## config.mk

```make
export PLATFORM = sky130hd
export DESIGN_NAME = rfas_ctrl
export DESIGN_NICKNAME = d
export VERILOG_FILES = /design/src/logic/rfas_pkg.sv /design/src/logic/rfas_disp_if.sv /design/src/logic/rfas_disp_fsm.sv /design/src/logic/rfas_ctrl.sv
export VERILOG_INCLUDE_DIRS = /design/src /design/src/logic
export SDC_FILE = /design/constraint.sdc
export NUM_CORES = 1
export LEC_CHECK = 0
export BUFFER_PORTS_ARGS = -buffer_cell sky130_fd_sc_hd__buf_2
export CORE_ASPECT_RATIO = 1.75
export CORE_MARGIN = 3
export CORE_UTILIZATION = 45
export DETAILED_ROUTE_END_ITERATION = 16
export GPL_ROUTABILITY_DRIVEN = 1
export PLACE_DENSITY = 0.62
export SKIP_CTS_REPAIR_TIMING = 1
export SYNTH_ARGS = -nofsm -noshare
export SYNTH_HDL_FRONTEND = slang
export SYNTH_SLANG_ARGS = --single-unit
```

## constraint.sdc

```tcl
create_clock -name clk_sys -period 4.5 [get_ports clk_sys]
set_input_delay 0 -clock clk_sys [delete_from_list [all_inputs] [get_ports clk_sys]]
set_output_delay 0 -clock clk_sys [all_outputs]
set_load 0.005 [all_outputs]
```

## src/logic/rfas_cfg.svh

```systemverilog
`ifndef RFAS_CFG_SVH
`define RFAS_CFG_SVH

// ==========================================================
// relay command byte layout
`define RFAS_RLY_NOALARM_BIT 4
`define RFAS_RLY_NOWARN_BIT 3
`define RFAS_RLY_ACK_BIT 2
`define RFAS_RLY_MON_BIT 1
`define RFAS_RLY_SPARE_BIT 0
// rest position: no alarm, no warning, no ack, not monitoring
`define RFAS_RLY_RESET 8'h18
`define RFAS_RLY_SPARE_VAL 1'b0

// ==========================================================
// display priorities, lower number wins
`define RFAS_PRIO_BOTH 4'h1
`define RFAS_PRIO_ALARM 4'h2
`define RFAS_PRIO_WARN 4'h3
`define RFAS_PRIO_B_ACK 4'h4
`define RFAS_PRIO_A_ACK 4'h5
`define RFAS_PRIO_W_ACK 4'h6
`define RFAS_PRIO_B_CLR 4'h7
`define RFAS_PRIO_A_CLR 4'h8
`define RFAS_PRIO_W_CLR 4'h9
`define RFAS_PRIO_OK 4'hA

// ==========================================================
// timing
`define RFAS_CLK_KHZ 25000
`define RFAS_SWITCH_RESP_MS 100
`define RFAS_AUTO_BACK_MS 10000

`endif

```

## src/logic/rfas_pkg.sv

```systemverilog
package rfas_pkg;

	// ==========================================================
	// level event posted per measurement
	typedef enum logic [1:0] {
		LVL_CLEAR = 2'b00,
		LVL_WARN = 2'b01,
		LVL_ALARM = 2'b11
	} rfas_lvl_e;

	// display state per input, gray along ok-alarm-ack-clear-ok
	typedef enum logic [3:0] {
		DS_OK = 4'h0,
		DS_ALARM = 4'h1,
		DS_A_ACK = 4'h3,
		DS_A_CLR = 4'h2,
		DS_WARN = 4'h6,
		DS_W_ACK = 4'h7,
		DS_W_CLR = 4'h5,
		DS_BOTH = 4'hC,
		DS_B_ACK = 4'hD,
		DS_B_CLR = 4'hF
	} rfas_disp_e;

	// combined system state reported to remote management
	typedef enum logic [2:0] {
		SYS_NORMAL = 3'h0,
		SYS_ALARM = 3'h1,
		SYS_WARN = 3'h2,
		SYS_ALARM_ACKED = 3'h3,
		SYS_WARN_ACKED = 3'h4,
		SYS_CLEAR = 3'h5
	} rfas_sys_e;

	// rf switch state, gray along normal-alarm_p-clear_p-switch_back
	typedef enum logic [2:0] {
		SW_NORMAL = 3'h0,
		SW_ALARM_P = 3'h1,
		SW_CLEAR_P = 3'h3,
		SW_SWITCH_BACK = 3'h2,
		SW_ALARM_S = 3'h6,
		SW_CLEAR_S = 3'h7,
		SW_ALARM_BOTH = 3'h4
	} rfas_sw_e;

endpackage : rfas_pkg

```

## src/logic/rfas_disp_if.sv

```systemverilog
`timescale 1ns/100ps
// ==========================================================
// events into one display state machine and its state back
interface rfas_disp_if;
	logic lvl_valid;
	rfas_pkg::rfas_lvl_e lvl_kind;
	logic ack;
	logic rst;
	rfas_pkg::rfas_disp_e state;
	logic [3:0] prio;

	modport ctl (output lvl_valid, output lvl_kind, output ack, output rst,
		input state, input prio);
	modport fsm (input lvl_valid, input lvl_kind, input ack, input rst,
		output state, output prio);
endinterface : rfas_disp_if

```

## src/logic/rfas_disp_fsm.sv

```systemverilog
`timescale 1ns/100ps
`include "rfas_cfg.svh"

// ==========================================================
// display and alarm state machine for one input
module rfas_disp_fsm (
	input wire logic clk_sys, // system clock
	input wire logic arst_n, // async reset, active low
	rfas_disp_if.fsm dif // events in, state out
);
	rfas_pkg::rfas_disp_e state_ff;
	rfas_pkg::rfas_disp_e nxt_state;

	// level event first; ack and reset only arrive with no level event
	always_comb begin
		nxt_state = state_ff;
		if (dif.lvl_valid) begin
			unique case (dif.lvl_kind)
				rfas_pkg::LVL_ALARM: begin
					unique case (state_ff)
						rfas_pkg::DS_OK, rfas_pkg::DS_A_CLR: nxt_state = rfas_pkg::DS_ALARM;
						rfas_pkg::DS_WARN, rfas_pkg::DS_W_ACK, rfas_pkg::DS_W_CLR,
						rfas_pkg::DS_B_CLR: nxt_state = rfas_pkg::DS_BOTH;
						default: nxt_state = state_ff;
					endcase
				end
				rfas_pkg::LVL_WARN: begin
					unique case (state_ff)
						rfas_pkg::DS_OK, rfas_pkg::DS_W_CLR: nxt_state = rfas_pkg::DS_WARN;
						rfas_pkg::DS_ALARM, rfas_pkg::DS_A_CLR,
						rfas_pkg::DS_B_CLR: nxt_state = rfas_pkg::DS_BOTH;
						rfas_pkg::DS_A_ACK: nxt_state = rfas_pkg::DS_B_ACK;
						default: nxt_state = state_ff;
					endcase
				end
				default: begin
					// a clear only matters once acknowledged
					unique case (state_ff)
						rfas_pkg::DS_A_ACK: nxt_state = rfas_pkg::DS_A_CLR;
						rfas_pkg::DS_B_ACK: nxt_state = rfas_pkg::DS_B_CLR;
						rfas_pkg::DS_W_ACK: nxt_state = rfas_pkg::DS_W_CLR;
						default: nxt_state = state_ff;
					endcase
				end
			endcase
		end else if (dif.ack) begin
			unique case (state_ff)
				rfas_pkg::DS_ALARM: nxt_state = rfas_pkg::DS_A_ACK;
				rfas_pkg::DS_BOTH: nxt_state = rfas_pkg::DS_B_ACK;
				rfas_pkg::DS_WARN: nxt_state = rfas_pkg::DS_W_ACK;
				default: nxt_state = state_ff;
			endcase
		end else if (dif.rst) begin
			unique case (state_ff)
				rfas_pkg::DS_A_CLR, rfas_pkg::DS_B_CLR,
				rfas_pkg::DS_W_CLR: nxt_state = rfas_pkg::DS_OK;
				default: nxt_state = state_ff;
			endcase
		end
	end

	always_ff @(posedge clk_sys or negedge arst_n) begin
		if (!arst_n) begin
			state_ff <= rfas_pkg::DS_OK;
		end else begin
			state_ff <= nxt_state;
		end
	end

	// fixed priority per state
	always_comb begin
		unique case (state_ff)
			rfas_pkg::DS_BOTH: dif.prio = `RFAS_PRIO_BOTH;
			rfas_pkg::DS_ALARM: dif.prio = `RFAS_PRIO_ALARM;
			rfas_pkg::DS_WARN: dif.prio = `RFAS_PRIO_WARN;
			rfas_pkg::DS_B_ACK: dif.prio = `RFAS_PRIO_B_ACK;
			rfas_pkg::DS_A_ACK: dif.prio = `RFAS_PRIO_A_ACK;
			rfas_pkg::DS_W_ACK: dif.prio = `RFAS_PRIO_W_ACK;
			rfas_pkg::DS_B_CLR: dif.prio = `RFAS_PRIO_B_CLR;
			rfas_pkg::DS_A_CLR: dif.prio = `RFAS_PRIO_A_CLR;
			rfas_pkg::DS_W_CLR: dif.prio = `RFAS_PRIO_W_CLR;
			default: dif.prio = `RFAS_PRIO_OK;
		endcase
	end

	assign dif.state = state_ff;

endmodule : rfas_disp_fsm

```

## src/logic/rfas_ctrl.sv

```systemverilog
`timescale 1ns/100ps
`include "rfas_cfg.svh"

// Contract
// relays follow the combined system state at once
// relays rest except alarm, warning, ack per state
// bit 4 high with no alarm, low on alarm
// bit 3 high with no warning, low on warning
// bit 2 high when acked or cleared
// bit 1 follows monitoring
// monitoring bit held in every alarm state
// each measurement posts one alarm, warning or clear
// event to switch at once, queued for display
// display takes alarm, warning, clear, ack, reset
// ten display states with priorities one to ten
// relays and state follow higher-priority input
// combined state is the remote status
// switch uses level events by source, ignores warning, ack
// switch timeout for auto switch back
// routing per switch state
// primary alarm: to secondary only if secondary good
// on secondary, secondary fails, primary good: back
// else primary back only after ack then reset
// ack and reset offered only when needed
// compare and switch on the fast path
// spare bit 0 held zero
// reset returns cleared states to ok
module rfas_ctrl #(
	parameter int LVL_W = 12, // width of a level measurement
	parameter int AUTO_BACK_CYC = `RFAS_AUTO_BACK_MS * `RFAS_CLK_KHZ // auto return delay
) (
	input wire logic clk_sys, // system clock, 25 MHz
	input wire logic arst_n, // async reset, active low
	input wire logic meas_valid, // new tuner measurement, one cycle
	input wire logic meas_src, // 0 primary, 1 secondary
	input wire logic signed [LVL_W-1:0] meas_level, // measured level
	input wire logic signed [LVL_W-1:0] warn_limit, // below this: warning
	input wire logic signed [LVL_W-1:0] alarm_limit, // below this: alarm
	input wire logic monitoring, // monitoring active
	input wire logic auto_back_en, // enable timed switch back
	input wire logic key_ack_pin, // front-panel ack key, async
	input wire logic key_reset_pin, // front-panel reset key, async
	output logic [7:0] relay_cmd, // relay command byte
	output rfas_pkg::rfas_sys_e sys_state, // combined system state
	output logic ack_offer, // ack key offered
	output logic reset_offer, // reset key offered
	output logic rf_sel_sec, // 1 routes secondary to rf out
	output rfas_pkg::rfas_disp_e disp_state_p, // primary display state
	output rfas_pkg::rfas_disp_e disp_state_s, // secondary display state
	output rfas_pkg::rfas_sw_e sw_state // switch state
);
	localparam int CNT_W = $clog2(AUTO_BACK_CYC + 1);
	localparam logic [CNT_W-1:0] AUTO_BACK_LAST = CNT_W'(AUTO_BACK_CYC - 1);

	// ==========================================================
	// front-panel key synchronisers
	logic [1:0] key_raw;
	logic [1:0] key_s1_ff;
	logic [1:0] key_s2_ff;
	logic [1:0] key_s3_ff;
	logic [1:0] key_lvl_ff;
	logic [1:0] key_rise;

	assign key_raw = {key_reset_pin, key_ack_pin};

	// three stages; the level moves only when stages two and three agree
	for (genvar k = 0; k < 2; k++) begin : g_key
		always_ff @(posedge clk_sys or negedge arst_n) begin
			if (!arst_n) begin
				key_s1_ff[k] <= 1'b0;
				key_s2_ff[k] <= 1'b0;
				key_s3_ff[k] <= 1'b0;
				key_lvl_ff[k] <= 1'b0;
			end else begin
				key_s1_ff[k] <= key_raw[k];
				key_s2_ff[k] <= key_s1_ff[k];
				key_s3_ff[k] <= key_s2_ff[k];
				if (key_s2_ff[k] == key_s3_ff[k]) begin
					key_lvl_ff[k] <= key_s3_ff[k];
				end
			end
		end
		assign key_rise[k] = (key_s2_ff[k] == key_s3_ff[k]) & key_s3_ff[k] & ~key_lvl_ff[k];
	end

	// ==========================================================
	// input processing: limit compare
	logic is_alarm;
	logic is_warn;
	rfas_pkg::rfas_lvl_e meas_kind;
	logic evt_alarm_p;
	logic evt_alarm_s;
	logic evt_clear_p;
	logic evt_clear_s;

	// exactly one event per measurement, alarm checked first
	assign is_alarm = meas_level < alarm_limit;
	assign is_warn = meas_level < warn_limit;
	assign meas_kind = is_alarm ? rfas_pkg::LVL_ALARM :
		(is_warn ? rfas_pkg::LVL_WARN : rfas_pkg::LVL_CLEAR);

	// switch events by source; a warning is no switch event at all
	assign evt_alarm_p = meas_valid & ~meas_src & is_alarm;
	assign evt_alarm_s = meas_valid & meas_src & is_alarm;
	assign evt_clear_p = meas_valid & ~meas_src & ~is_alarm & ~is_warn;
	assign evt_clear_s = meas_valid & meas_src & ~is_alarm & ~is_warn;

	// ==========================================================
	// display event queue, one entry per input and per key
	logic [1:0] q_valid_ff;
	rfas_pkg::rfas_lvl_e q_kind_ff [2];
	logic ack_pend_ff;
	logic rst_pend_ff;
	logic lvl_busy;
	logic ack_go;
	logic rst_go;

	// level events drain first; key events wait for a quiet cycle
	assign lvl_busy = |q_valid_ff;
	assign ack_go = ack_pend_ff & ~lvl_busy;
	assign rst_go = rst_pend_ff & ~lvl_busy & ~ack_pend_ff;

	// a newer measurement replaces an unserved one of the same input
	for (genvar i = 0; i < 2; i++) begin : g_q
		always_ff @(posedge clk_sys or negedge arst_n) begin
			if (!arst_n) begin
				q_valid_ff[i] <= 1'b0;
				q_kind_ff[i] <= rfas_pkg::LVL_CLEAR;
			end else if (meas_valid && (meas_src == 1'(i))) begin
				q_valid_ff[i] <= 1'b1;
				q_kind_ff[i] <= meas_kind;
			end else begin
				q_valid_ff[i] <= 1'b0;
			end
		end
	end

	// a key press arriving as it is served is kept: set wins
	always_ff @(posedge clk_sys or negedge arst_n) begin
		if (!arst_n) begin
			ack_pend_ff <= 1'b0;
			rst_pend_ff <= 1'b0;
		end else begin
			ack_pend_ff <= key_rise[0] | (ack_pend_ff & ~ack_go);
			rst_pend_ff <= key_rise[1] | (rst_pend_ff & ~rst_go);
		end
	end

	// ==========================================================
	// display state machines, one per input
	rfas_disp_if dif [2] ();

	for (genvar i = 0; i < 2; i++) begin : g_disp
		assign dif[i].lvl_valid = q_valid_ff[i];
		assign dif[i].lvl_kind = q_kind_ff[i];
		assign dif[i].ack = ack_go;
		assign dif[i].rst = rst_go;
		rfas_disp_fsm u_disp (
			.clk_sys(clk_sys),
			.arst_n(arst_n),
			.dif(dif[i])
		);
	end

	// ==========================================================
	// combine: lower priority number wins
	rfas_pkg::rfas_disp_e win_state;
	rfas_pkg::rfas_sys_e nxt_sys;
	logic ack_need;
	logic rst_need;

	assign win_state = (dif[0].prio <= dif[1].prio) ? dif[0].state : dif[1].state;

	always_comb begin
		unique case (win_state)
			rfas_pkg::DS_ALARM, rfas_pkg::DS_BOTH: nxt_sys = rfas_pkg::SYS_ALARM;
			rfas_pkg::DS_WARN: nxt_sys = rfas_pkg::SYS_WARN;
			rfas_pkg::DS_A_ACK, rfas_pkg::DS_B_ACK: nxt_sys = rfas_pkg::SYS_ALARM_ACKED;
			rfas_pkg::DS_W_ACK: nxt_sys = rfas_pkg::SYS_WARN_ACKED;
			rfas_pkg::DS_A_CLR, rfas_pkg::DS_B_CLR,
			rfas_pkg::DS_W_CLR: nxt_sys = rfas_pkg::SYS_CLEAR;
			default: nxt_sys = rfas_pkg::SYS_NORMAL;
		endcase
	end

	// offers from either input's state
	assign ack_need = (dif[0].state inside {rfas_pkg::DS_ALARM, rfas_pkg::DS_BOTH,
		rfas_pkg::DS_WARN}) | (dif[1].state inside {rfas_pkg::DS_ALARM,
		rfas_pkg::DS_BOTH, rfas_pkg::DS_WARN});
	assign rst_need = (dif[0].state inside {rfas_pkg::DS_A_CLR, rfas_pkg::DS_B_CLR,
		rfas_pkg::DS_W_CLR}) | (dif[1].state inside {rfas_pkg::DS_A_CLR,
		rfas_pkg::DS_B_CLR, rfas_pkg::DS_W_CLR});

	// ==========================================================
	// relay byte and system state registers
	logic [7:0] relay_ff;
	logic [7:0] nxt_relay;
	rfas_pkg::rfas_sys_e sys_ff;
	logic ack_offer_ff;
	logic reset_offer_ff;

	always_comb begin
		nxt_relay = `RFAS_RLY_RESET;
		nxt_relay[`RFAS_RLY_NOALARM_BIT] = ~(nxt_sys inside {rfas_pkg::SYS_ALARM,
			rfas_pkg::SYS_ALARM_ACKED});
		nxt_relay[`RFAS_RLY_NOWARN_BIT] = ~(nxt_sys inside {rfas_pkg::SYS_WARN,
			rfas_pkg::SYS_WARN_ACKED});
		nxt_relay[`RFAS_RLY_ACK_BIT] = nxt_sys inside {rfas_pkg::SYS_ALARM_ACKED,
			rfas_pkg::SYS_WARN_ACKED, rfas_pkg::SYS_CLEAR};
		nxt_relay[`RFAS_RLY_MON_BIT] = monitoring; // see
		nxt_relay[`RFAS_RLY_SPARE_BIT] = `RFAS_RLY_SPARE_VAL;
	end

	// refreshed every cycle so relays track the state at once
	always_ff @(posedge clk_sys or negedge arst_n) begin
		if (!arst_n) begin
			relay_ff <= `RFAS_RLY_RESET;
			sys_ff <= rfas_pkg::SYS_NORMAL;
			ack_offer_ff <= 1'b0;
			reset_offer_ff <= 1'b0;
		end else begin
			relay_ff <= nxt_relay;
			sys_ff <= nxt_sys;
			ack_offer_ff <= ack_need;
			reset_offer_ff <= rst_need;
		end
	end

	// ==========================================================
	// rf switch state machine
	rfas_pkg::rfas_sw_e sw_ff;
	rfas_pkg::rfas_sw_e nxt_sw;
	logic p_good_ff;
	logic s_good_ff;
	logic ack_seen_ff;
	logic [CNT_W-1:0] tmo_cnt_ff;
	logic tmo_hit;
	logic back_ok;
	logic sel_sec_ff;

	// input health as seen by the switch: last alarm or clear, a warning leaves it unchanged
	always_ff @(posedge clk_sys or negedge arst_n) begin
		if (!arst_n) begin
			p_good_ff <= 1'b1;
			s_good_ff <= 1'b1;
		end else begin
			if (evt_alarm_p | evt_clear_p) begin
				p_good_ff <= evt_clear_p;
			end
			if (evt_alarm_s | evt_clear_s) begin
				s_good_ff <= evt_clear_s;
			end
		end
	end

	// operator ack must precede reset to restore primary
	assign back_ok = ack_seen_ff & key_rise[1];

	// set wins, but an ack arriving as normal is reached is dropped one cycle later
	always_ff @(posedge clk_sys or negedge arst_n) begin
		if (!arst_n) begin
			ack_seen_ff <= 1'b0;
		end else begin
			ack_seen_ff <= key_rise[0] | (ack_seen_ff & ~back_ok & (sw_ff != rfas_pkg::SW_NORMAL));
		end
	end

	// timeout only counts while waiting on secondary with primary good
	assign tmo_hit = auto_back_en & (tmo_cnt_ff == AUTO_BACK_LAST);

	always_ff @(posedge clk_sys or negedge arst_n) begin
		if (!arst_n) begin
			tmo_cnt_ff <= '0;
		end else if (sw_ff == rfas_pkg::SW_CLEAR_P && !tmo_hit) begin
			tmo_cnt_ff <= tmo_cnt_ff + CNT_W'(1);
		end else begin
			tmo_cnt_ff <= '0;
		end
	end

	// events are taken straight from the compare, not the queue
	always_comb begin
		nxt_sw = sw_ff;
		unique case (sw_ff)
			rfas_pkg::SW_NORMAL: begin
				if (evt_alarm_p) begin
					nxt_sw = s_good_ff ? rfas_pkg::SW_ALARM_P : rfas_pkg::SW_ALARM_BOTH;
				end else if (evt_alarm_s) begin
					nxt_sw = rfas_pkg::SW_ALARM_S;
				end
			end
			rfas_pkg::SW_ALARM_P: begin
				if (evt_alarm_s) begin
					nxt_sw = p_good_ff ? rfas_pkg::SW_SWITCH_BACK : rfas_pkg::SW_ALARM_BOTH;
				end else if (evt_clear_p) begin
					nxt_sw = rfas_pkg::SW_CLEAR_P;
				end
			end
			rfas_pkg::SW_CLEAR_P: begin
				if (evt_alarm_s) begin
					nxt_sw = rfas_pkg::SW_SWITCH_BACK;
				end else if (evt_alarm_p) begin
					nxt_sw = rfas_pkg::SW_ALARM_P;
				end else if (back_ok) begin
					nxt_sw = rfas_pkg::SW_NORMAL;
				end else if (tmo_hit) begin
					nxt_sw = rfas_pkg::SW_SWITCH_BACK;
				end
			end
			rfas_pkg::SW_ALARM_S: begin
				if (evt_alarm_p) begin
					nxt_sw = rfas_pkg::SW_ALARM_BOTH;
				end else if (evt_clear_s) begin
					nxt_sw = rfas_pkg::SW_CLEAR_S;
				end
			end
			rfas_pkg::SW_ALARM_BOTH: begin
				if (evt_clear_s && !p_good_ff) begin
					nxt_sw = rfas_pkg::SW_ALARM_P;
				end else if (evt_clear_p) begin
					nxt_sw = rfas_pkg::SW_ALARM_S;
				end
			end
			rfas_pkg::SW_CLEAR_S, rfas_pkg::SW_SWITCH_BACK: begin
				if (evt_alarm_p) begin
					nxt_sw = s_good_ff ? rfas_pkg::SW_ALARM_P : rfas_pkg::SW_ALARM_BOTH;
				end else if (evt_alarm_s) begin
					nxt_sw = rfas_pkg::SW_ALARM_S;
				end else if (back_ok) begin
					nxt_sw = rfas_pkg::SW_NORMAL;
				end
			end
			default: nxt_sw = rfas_pkg::SW_NORMAL;
		endcase
	end

	always_ff @(posedge clk_sys or negedge arst_n) begin
		if (!arst_n) begin
			sw_ff <= rfas_pkg::SW_NORMAL;
			sel_sec_ff <= 1'b0;
		end else begin
			sw_ff <= nxt_sw;
			sel_sec_ff <= (nxt_sw == rfas_pkg::SW_ALARM_P) ||
				(nxt_sw == rfas_pkg::SW_CLEAR_P); // see
		end
	end

	// ==========================================================
	// outputs
	assign relay_cmd = relay_ff;
	assign sys_state = sys_ff;
	assign ack_offer = ack_offer_ff;
	assign reset_offer = reset_offer_ff;
	assign rf_sel_sec = sel_sec_ff;
	assign disp_state_p = dif[0].state;
	assign disp_state_s = dif[1].state;
	assign sw_state = sw_ff;

endmodule : rfas_ctrl

```

# After elaboration in Yosys (flattened, before gate mapping)
# Memory sizes are Yosys's and may differ from the RTL's.
# Index checks and enable logic that the tools add are counted.
op_classes:
  n_bitwise: 40
  addsub: 1
  n_reduce_logical: 36
  magnitude_cmp: 3
  muxes: 42
  eq_ne: 46
ops:
  columns: ["op", "count"]
  rows:
  - ["$pmux 4 s3", 6]
  - ["$mux 3", 17]
  - ["$mux 4", 9]
  - ["$pmux 4 s2", 4]
  - ["$reduce_bool 3->1", 10]
  - ["$add 28x1->28 const B", 1]
  - ["$eq 28x28->1 const B", 1]
  - ["$mux 28", 1]
  - ["$eq 4x3->1 const B", 6]
  - ["$eq 4x4->1 const B", 6]
  - ["$lt 12x12->1", 2]
  - ["$and 1x1->1", 21]
  - ["$pmux 3 s6", 1]
  - ["$eq 4x2->1 const B", 4]
  - ["$eq 3x2->1 const B", 5]
  - ["$eq 3x3->1 const B", 5]
  - ["$ne 6x1->1 const B", 2]
  - ["$not 1->1", 12]
  - ["$reduce_and 6->1", 2]
  - ["$reduce_or 2->1", 6]
  - ["$reduce_or 3->1", 4]
  - ["$ne 5x2->1 const B", 2]
  - ["$ne 5x4->1 const B", 2]
  - ["$eq 3x1->1 const B", 3]
  - ["16 further kinds", 36]
totals:
  mem_count: 3
  out_inout_bits: 25
  mem_bits_ro: 176
  ff_bits: 68
  inputBits: 44
memory_table:
  columns: ["name", "words", "word_bits", "read_ports", "rd_clocked_by_memory_dff", "wr", "line", "text"]
  rows:
  - ["(no name shown)", 16, 4, 1, 0, 0, "rfas_disp_fsm.sv:72", "unique case (state_ff)"]
  - ["(no name shown)", 16, 4, 1, 0, 0, "rfas_disp_fsm.sv:72", null]
  - ["(no name shown)", 16, 3, 1, 0, 0, "rfas_ctrl.sv:175", "unique case (win_state)"]

# Depth between registers and ports, before layout
logic_depth:
  ltp_word: 10
  depth_mapped: 16
  mapped_depth_nobuf: 14

# Modules after synthesis
# From an unflattened synthesis, not the netlist that was laid out.
unflattened:
  hier_cells: 544
  hier_area_um2: 4954.8
modules_own_cells:
  columns: ["mod", "n_inst", "seq_area_each_um2", "cells_per_inst", "area_each_um2"]
  rows:
  - ["rfas_ctrl", 1, 1506.4, 387, 3688.5]
  - ["rfas_disp_fsm at g_disp[1].u_disp", 1, 100.1, 78, 640.6]
  - ["rfas_disp_fsm at g_disp[0].u_disp", 1, 100.1, 79, 625.6]

# Worst setup path after synthesis
# Ideal clock, no wire load.
synth_path:
  path_type: "register to register"
  startpoint: "reg g_disp[0].u_disp.state_ff[3]"
  endpoint: "reg relay_ff[2] (netlist: relay_cmd[2])"
  n_path_buf: 4
  slack_ns: 1.178
  path_stages_with_launch: 15
  arrival_ns: 3.197
  synth_period_minus_slack_ns: 3.322
  cell_sequence: "dfrtp_1 > clkbuf_1 > clkbuf_1 > clkbuf_1 > o21ai_0 > nor2_1 > a21oi_1 > ha_1 > nor2b_1 > o21a_1 > o21a_1 > o21ai_0 > buf_2 > mux2i_1 > mux2_2"
synth_between:
  elab_chain_len: 6
  word_cells_on_any_way: 8
  cone_classes: "order compare (1); eq/ne (3); mux (1); reduce/logical (1); memory (2)"
synth_rtl:
  columns: ["element", "line", "text"]
  rows:
  - ["from (decl)", "rfas_disp_fsm.sv:11", "rfas_pkg::rfas_disp_e state_ff;"]
  - ["from (signal assigned)", "rfas_disp_fsm.sv:64", "state_ff <= rfas_pkg::DS_OK;"]
  - ["from (signal assigned)", "rfas_disp_fsm.sv:66", "state_ff <= nxt_state;"]
  - ["$mem_v2 16x4", null, null]
  - ["$le 4x4->1", "rfas_ctrl.sv:172", "assign win_state = (dif[0].prio <= dif[1].prio) ? dif[0].state : dif[1].state;"]
  - ["$mux 4 (*)", "rfas_ctrl.sv:172", null]
  - ["$mem_v2 16x3 (*)", null, null]
  - ["$eq 3x2->1 / $eq 3x3->1 (equally long branches)", "rfas_ctrl.sv:208", "nxt_relay[`RFAS_RLY_ACK_BIT] = nxt_sys inside {rfas_pkg::SYS_ALARM_ACKED,"]
  - ["$reduce_bool 3->1 (*)", "rfas_ctrl.sv:208", null]
  - ["net nxt_relay[2]", "rfas_ctrl.sv:197", "logic [7:0] nxt_relay;"]
  - ["to (signal assigned)", "rfas_ctrl.sv:217", "relay_ff <= `RFAS_RLY_RESET;"]
  - ["to (signal assigned)", "rfas_ctrl.sv:222", "relay_ff <= nxt_relay;"]
  - ["to (decl)", "rfas_ctrl.sv:196", "logic [7:0] relay_ff;"]
# The timed path passes the listed nets; every way through them passes the cells marked *.
# A chain may end at the register's enable or synchronous reset.

# Worst setup path after layout
layout_path:
  startpoint: "reg g_disp[1].u_disp.state_ff[1]"
  endpoint: "reg relay_ff[2] (netlist: relay_cmd[2])"
layout_between:
  elab_chain_len: 6
  word_cells_on_any_way: 8
  cone_classes: "order compare (1); eq/ne (3); mux (1); reduce/logical (1); memory (2)"
layout_rtl:
  columns: ["element", "line"]
  rows:
  - ["from (decl)", "rfas_disp_fsm.sv:11"]
  - ["from (signal assigned)", "rfas_disp_fsm.sv:64"]
  - ["from (signal assigned)", "rfas_disp_fsm.sv:66"]
  - ["$mem_v2 16x4", null]
  - ["$le 4x4->1", "rfas_ctrl.sv:172"]
  - ["$mux 4 (*)", "rfas_ctrl.sv:172"]
  - ["$mem_v2 16x3 (*)", null]
  - ["$eq 3x2->1 / $eq 3x3->1 (equally long branches)", "rfas_ctrl.sv:208"]
  - ["$reduce_bool 3->1 (*)", "rfas_ctrl.sv:208"]
  - ["net nxt_relay[2]", "rfas_ctrl.sv:197"]
# Marked as above.

==> results.md <==
* Vias in the first global route at about 4000
* Critical path class: reg2reg
* Place WS at 1.10 ns
* WP data required at around 4.7 ns
* Final Hold Vio Count at 0
* Buffers & Inverters on Critical Path at 3
* WL met1 at around 4.1 mm
* Total gr overflow at 0
* Synth Cell Area at about 4600 sq um
* CP endpoint kind: flip-flop
* Setup TNS at 0 ns
* Setup Skew at approximately 0.0083 ns
* Die Area at roughly 12000 sq um
* Final wirelength at around 11 mm
* Delay of the slowest cell on the worst path at roughly 0.48 ns
* DRC at 0
* Synthesized netlist cell count at approximately 530
* Die height at 140 um
* Core Region at between 9000 and 10000 sq um
* TritonCTS sink count at 68
* Largest net degree at the start of global routing at 44
* Post-synthesis sequential area ratio at between 30% and 40%
* FMAX at between 200 and 300 MHz
* Cell Rows at 48
* CP arrival at between 3 and 4 ns
* Post-synthesis cell type count at slightly below 60
* Vias per cell at 5.61
* Top Metal Used: met4
* First-pass GRT wire length at about 18 mm
* Placed instance count at between 600 and 700
* Async SR Flop Fraction at 100%
* Router iterations before antenna repair at 4
* Clock root buffer: clkbuf_16
* Final worst setup slack at between 1 and 1.5 ns
* Worst Path Max Fanout at 10
* Max_cap viols at 0
* Initial antenna violation count at 0
* Max-slew violation count at 0
* Total GRT Usage at between 20% and 30%
* Clk_lat worst skew at 0.33 ns
* Dpl hpwl at 8.54 mm
* PD cells at 570 nW/um^2
* Initial Util at between 40% and 50%
* CTS tree: done
* GPL Wtd Cong at around 0.9
* Die width at a little over 80 um
* Hold WC Path Type: in2reg
* CP delay by family, top: multiplexers
* Ranking of synthesized cells by area: dfrtp_1 (34%), ha_1 (10%), nor2_1 (4.0%)
* Yosys reg bits at 68
* Yosys Warn Count at 0
* Layout cells sized above 1 at 17.2%
* CP Launch Type: flip-flop
* Critical-path top delay cell: dfrtp_1
* WL met3 at about 300 um
* Yosys top cell area share at roughly a third
* Initial DRC count at between 150 and 200
* Detail Route Antenna Nets at 0
* Ports at 69
* RSZ-0062 raised after global routing: no
* H-tree Lvls at 3
* Pwr Total at around 3.1 mW
* Routed WL per cell at around 15 um
* Run status: finished clean
* Area Overhead vs Synth at 15.7%
* Avg Cell Area, Syn at about 9 sq um
* Layout Cells excl Fill at 719
* Tcrit/Tclk final at ~76%
* Bufs on Longest Clock Path at 2
* Met2 Routed Length at 6.24 mm
* Number of synthesized flops with an enable pin at 0
* Worst-Margin Slew at between 0.7 and 0.8 ns
* Port Buf Inserts at between 60 and 70
* Total CTS buffers at 9
* Final Critical Period at approximately 3.4 ns
* Top cell type by total area after synthesis: dfrtp_1
* Clk slew on worst S/H paths at about 0.06 ns
* Max IR drop VDD at between 0.4 and 0.5 mV
* Crit-path cells: inv_1 > ha_1 > inv_1 > a21oi_1 > nand2_1 > o21ai_0 > ha_1 > nor2b_1 > o21a_1 > o21a_1 > o21ai_0 > buf_4 > mux2i_1 > mux2_2
* Antenna Cells at 0
* Synth Flop Type: dfrtp_1
* Nets at 670
* Vias at approximately 4000
* Final Setup Violations at 0
* Relative slew margins at 48.5%
* LEAKAGE at 2.47 nW
* Fillers at about 990
## cell type report
| cell class | count | area [sq um] | area share (%) |
|---|---|---|---|
| tap | 125 | 156 | 2.91 |
| clock buffer | 10 | 229 | 4.26 |
| multi-input combinational | 400 | 2690 | 50.1 |
| sequential | 68 | 1710 | 31.8 |
| timing repair buffer | 72 | 393 | 7.31 |
| clock inverter | 6 | 55.1 | 1.02 |
| inverter | 38 | 143 | 2.65 |
## path summary, 6_finish.rpt
path | start | end | slack [ns] | cells after the start
setup / recovery | g_disp[1].u_disp.dif.state[1]$_DFFE_PN0P_ | relay_cmd[2]$_DFF_PN0_ | 1.07 | 14
min in group asynchronous | arst_n | ack_offer$_DFF_PN0_ | 0.22 | 2
setup reg to reg | g_disp[1].u_disp.dif.state[1]$_DFFE_PN0P_ | relay_cmd[2]$_DFF_PN0_ | 1.07 | 14
max in group asynchronous | arst_n | s_good_ff$_DFFE_PN1P_ | 3.31 | 3
hold / removal | meas_valid | dif[0].lvl_valid$_DFF_PN0_ | 0.03 | 2
hold reg to reg | key_s1_ff[0]$_DFF_PN0_ | key_s2_ff[0]$_DFF_PN0_ | 0.35 | 0
## power breakdown
group / internal [mW] / switching, mW
registers: 0.732 / 0.223
clock network: 0.424 / 0.255
logic: 0.678 / 0.748
total: 1.83 / 1.23
## registers in the layout (all words and copies together) (netlist names), 2 cells and up
| signal | cells |
|---|---|
| dif.lvl_kind | 4 |
| dif.lvl_valid | 2 |
| g_disp.u_disp.dif.state | 8 |
| key_lvl_ff | 2 |
| key_s1_ff | 2 |
| key_s2_ff | 2 |
| key_s3_ff | 2 |
| relay_cmd | 4 |
| sw_state | 3 |
| sys_state | 3 |
| tmo_cnt_ff | 28 |
## through the flow
stage / utilization (%) / instance area (sq um) / hold slack [ns]
after global placement: 50.6 / 5040 / 0.0460
after detailed placement: 50.6 / 5040 / 0.0593
after global routing: 53.9 / 5370 / 0.0231
after CTS: 53.4 / 5320 / -0.297
after floorplan: - / 4660 / -0.296
final: 53.9 / 5370 / 0.0271
## kinds of logic (layout without fill, tap and decap cells)
group	after synthesis	in the layout	synth area share [%]
simple gates	190	190	20.7
compound gates	123	123	17.6
flops	68	68	36.7
buf+inv	64	126	5.55
fa+ha+maj	37	37	9.97
xor+xnor	26	26	4.90
mux	20	20	4.44
other cells	1	4	0.0807
## layout by cell type, fill, tap and decap left out, drive strengths merged, types with 8 or more instances in the layout
| cell | instances |
|---|---|
| a21o | 8 |
| a21oi | 21 |
| a32o | 8 |
| buf | 67 |
| clkbuf | 10 |
| dfrtp | 64 |
| ha | 37 |
| inv | 38 |
| mux2i | 15 |
| nand2 | 43 |
| nand2b | 13 |
| nand3 | 17 |
| nand4 | 9 |
| nor2 | 51 |
| nor2b | 11 |
| nor3 | 9 |
| o21ai | 34 |
| o22ai | 9 |
| xnor2 | 14 |
| xor2 | 12 |
## cells in the mapped netlist, types with 3 or more instances
master,number
nor4_1,4
a21o_1,8
o21ai_0,34
a31oi_1,5
and3_1,5
a32oi_1,4
dfrtp_1,64
or2_2,6
buf_4,4
xnor2_1,14
o31ai_1,4
xor2_1,12
nand4b_1,3
o22ai_1,9
o32ai_1,3
mux2_2,5
inv_1,38
nor2b_1,11
nor3_1,9
nand2b_1,13
a211oi_1,3
nor2_1,50
nand4_1,9
a32o_1,8
clkbuf_1,19
a21oi_1,21
and2_1,4
dfstp_2,4
or3_1,6
nand2_1,43
o21a_1,5
mux2i_1,15
ha_1,37
nand3_1,16
## layer usage
layer  vias to the layer above  GRT usage [%]
li1                       1996              -
met1                      1914           20.7
met2                        88           36.8
met3                        34           4.57
met4                         0           9.73
met5                         -              0
Note: power is estimated with default switching activity, not from simulation.
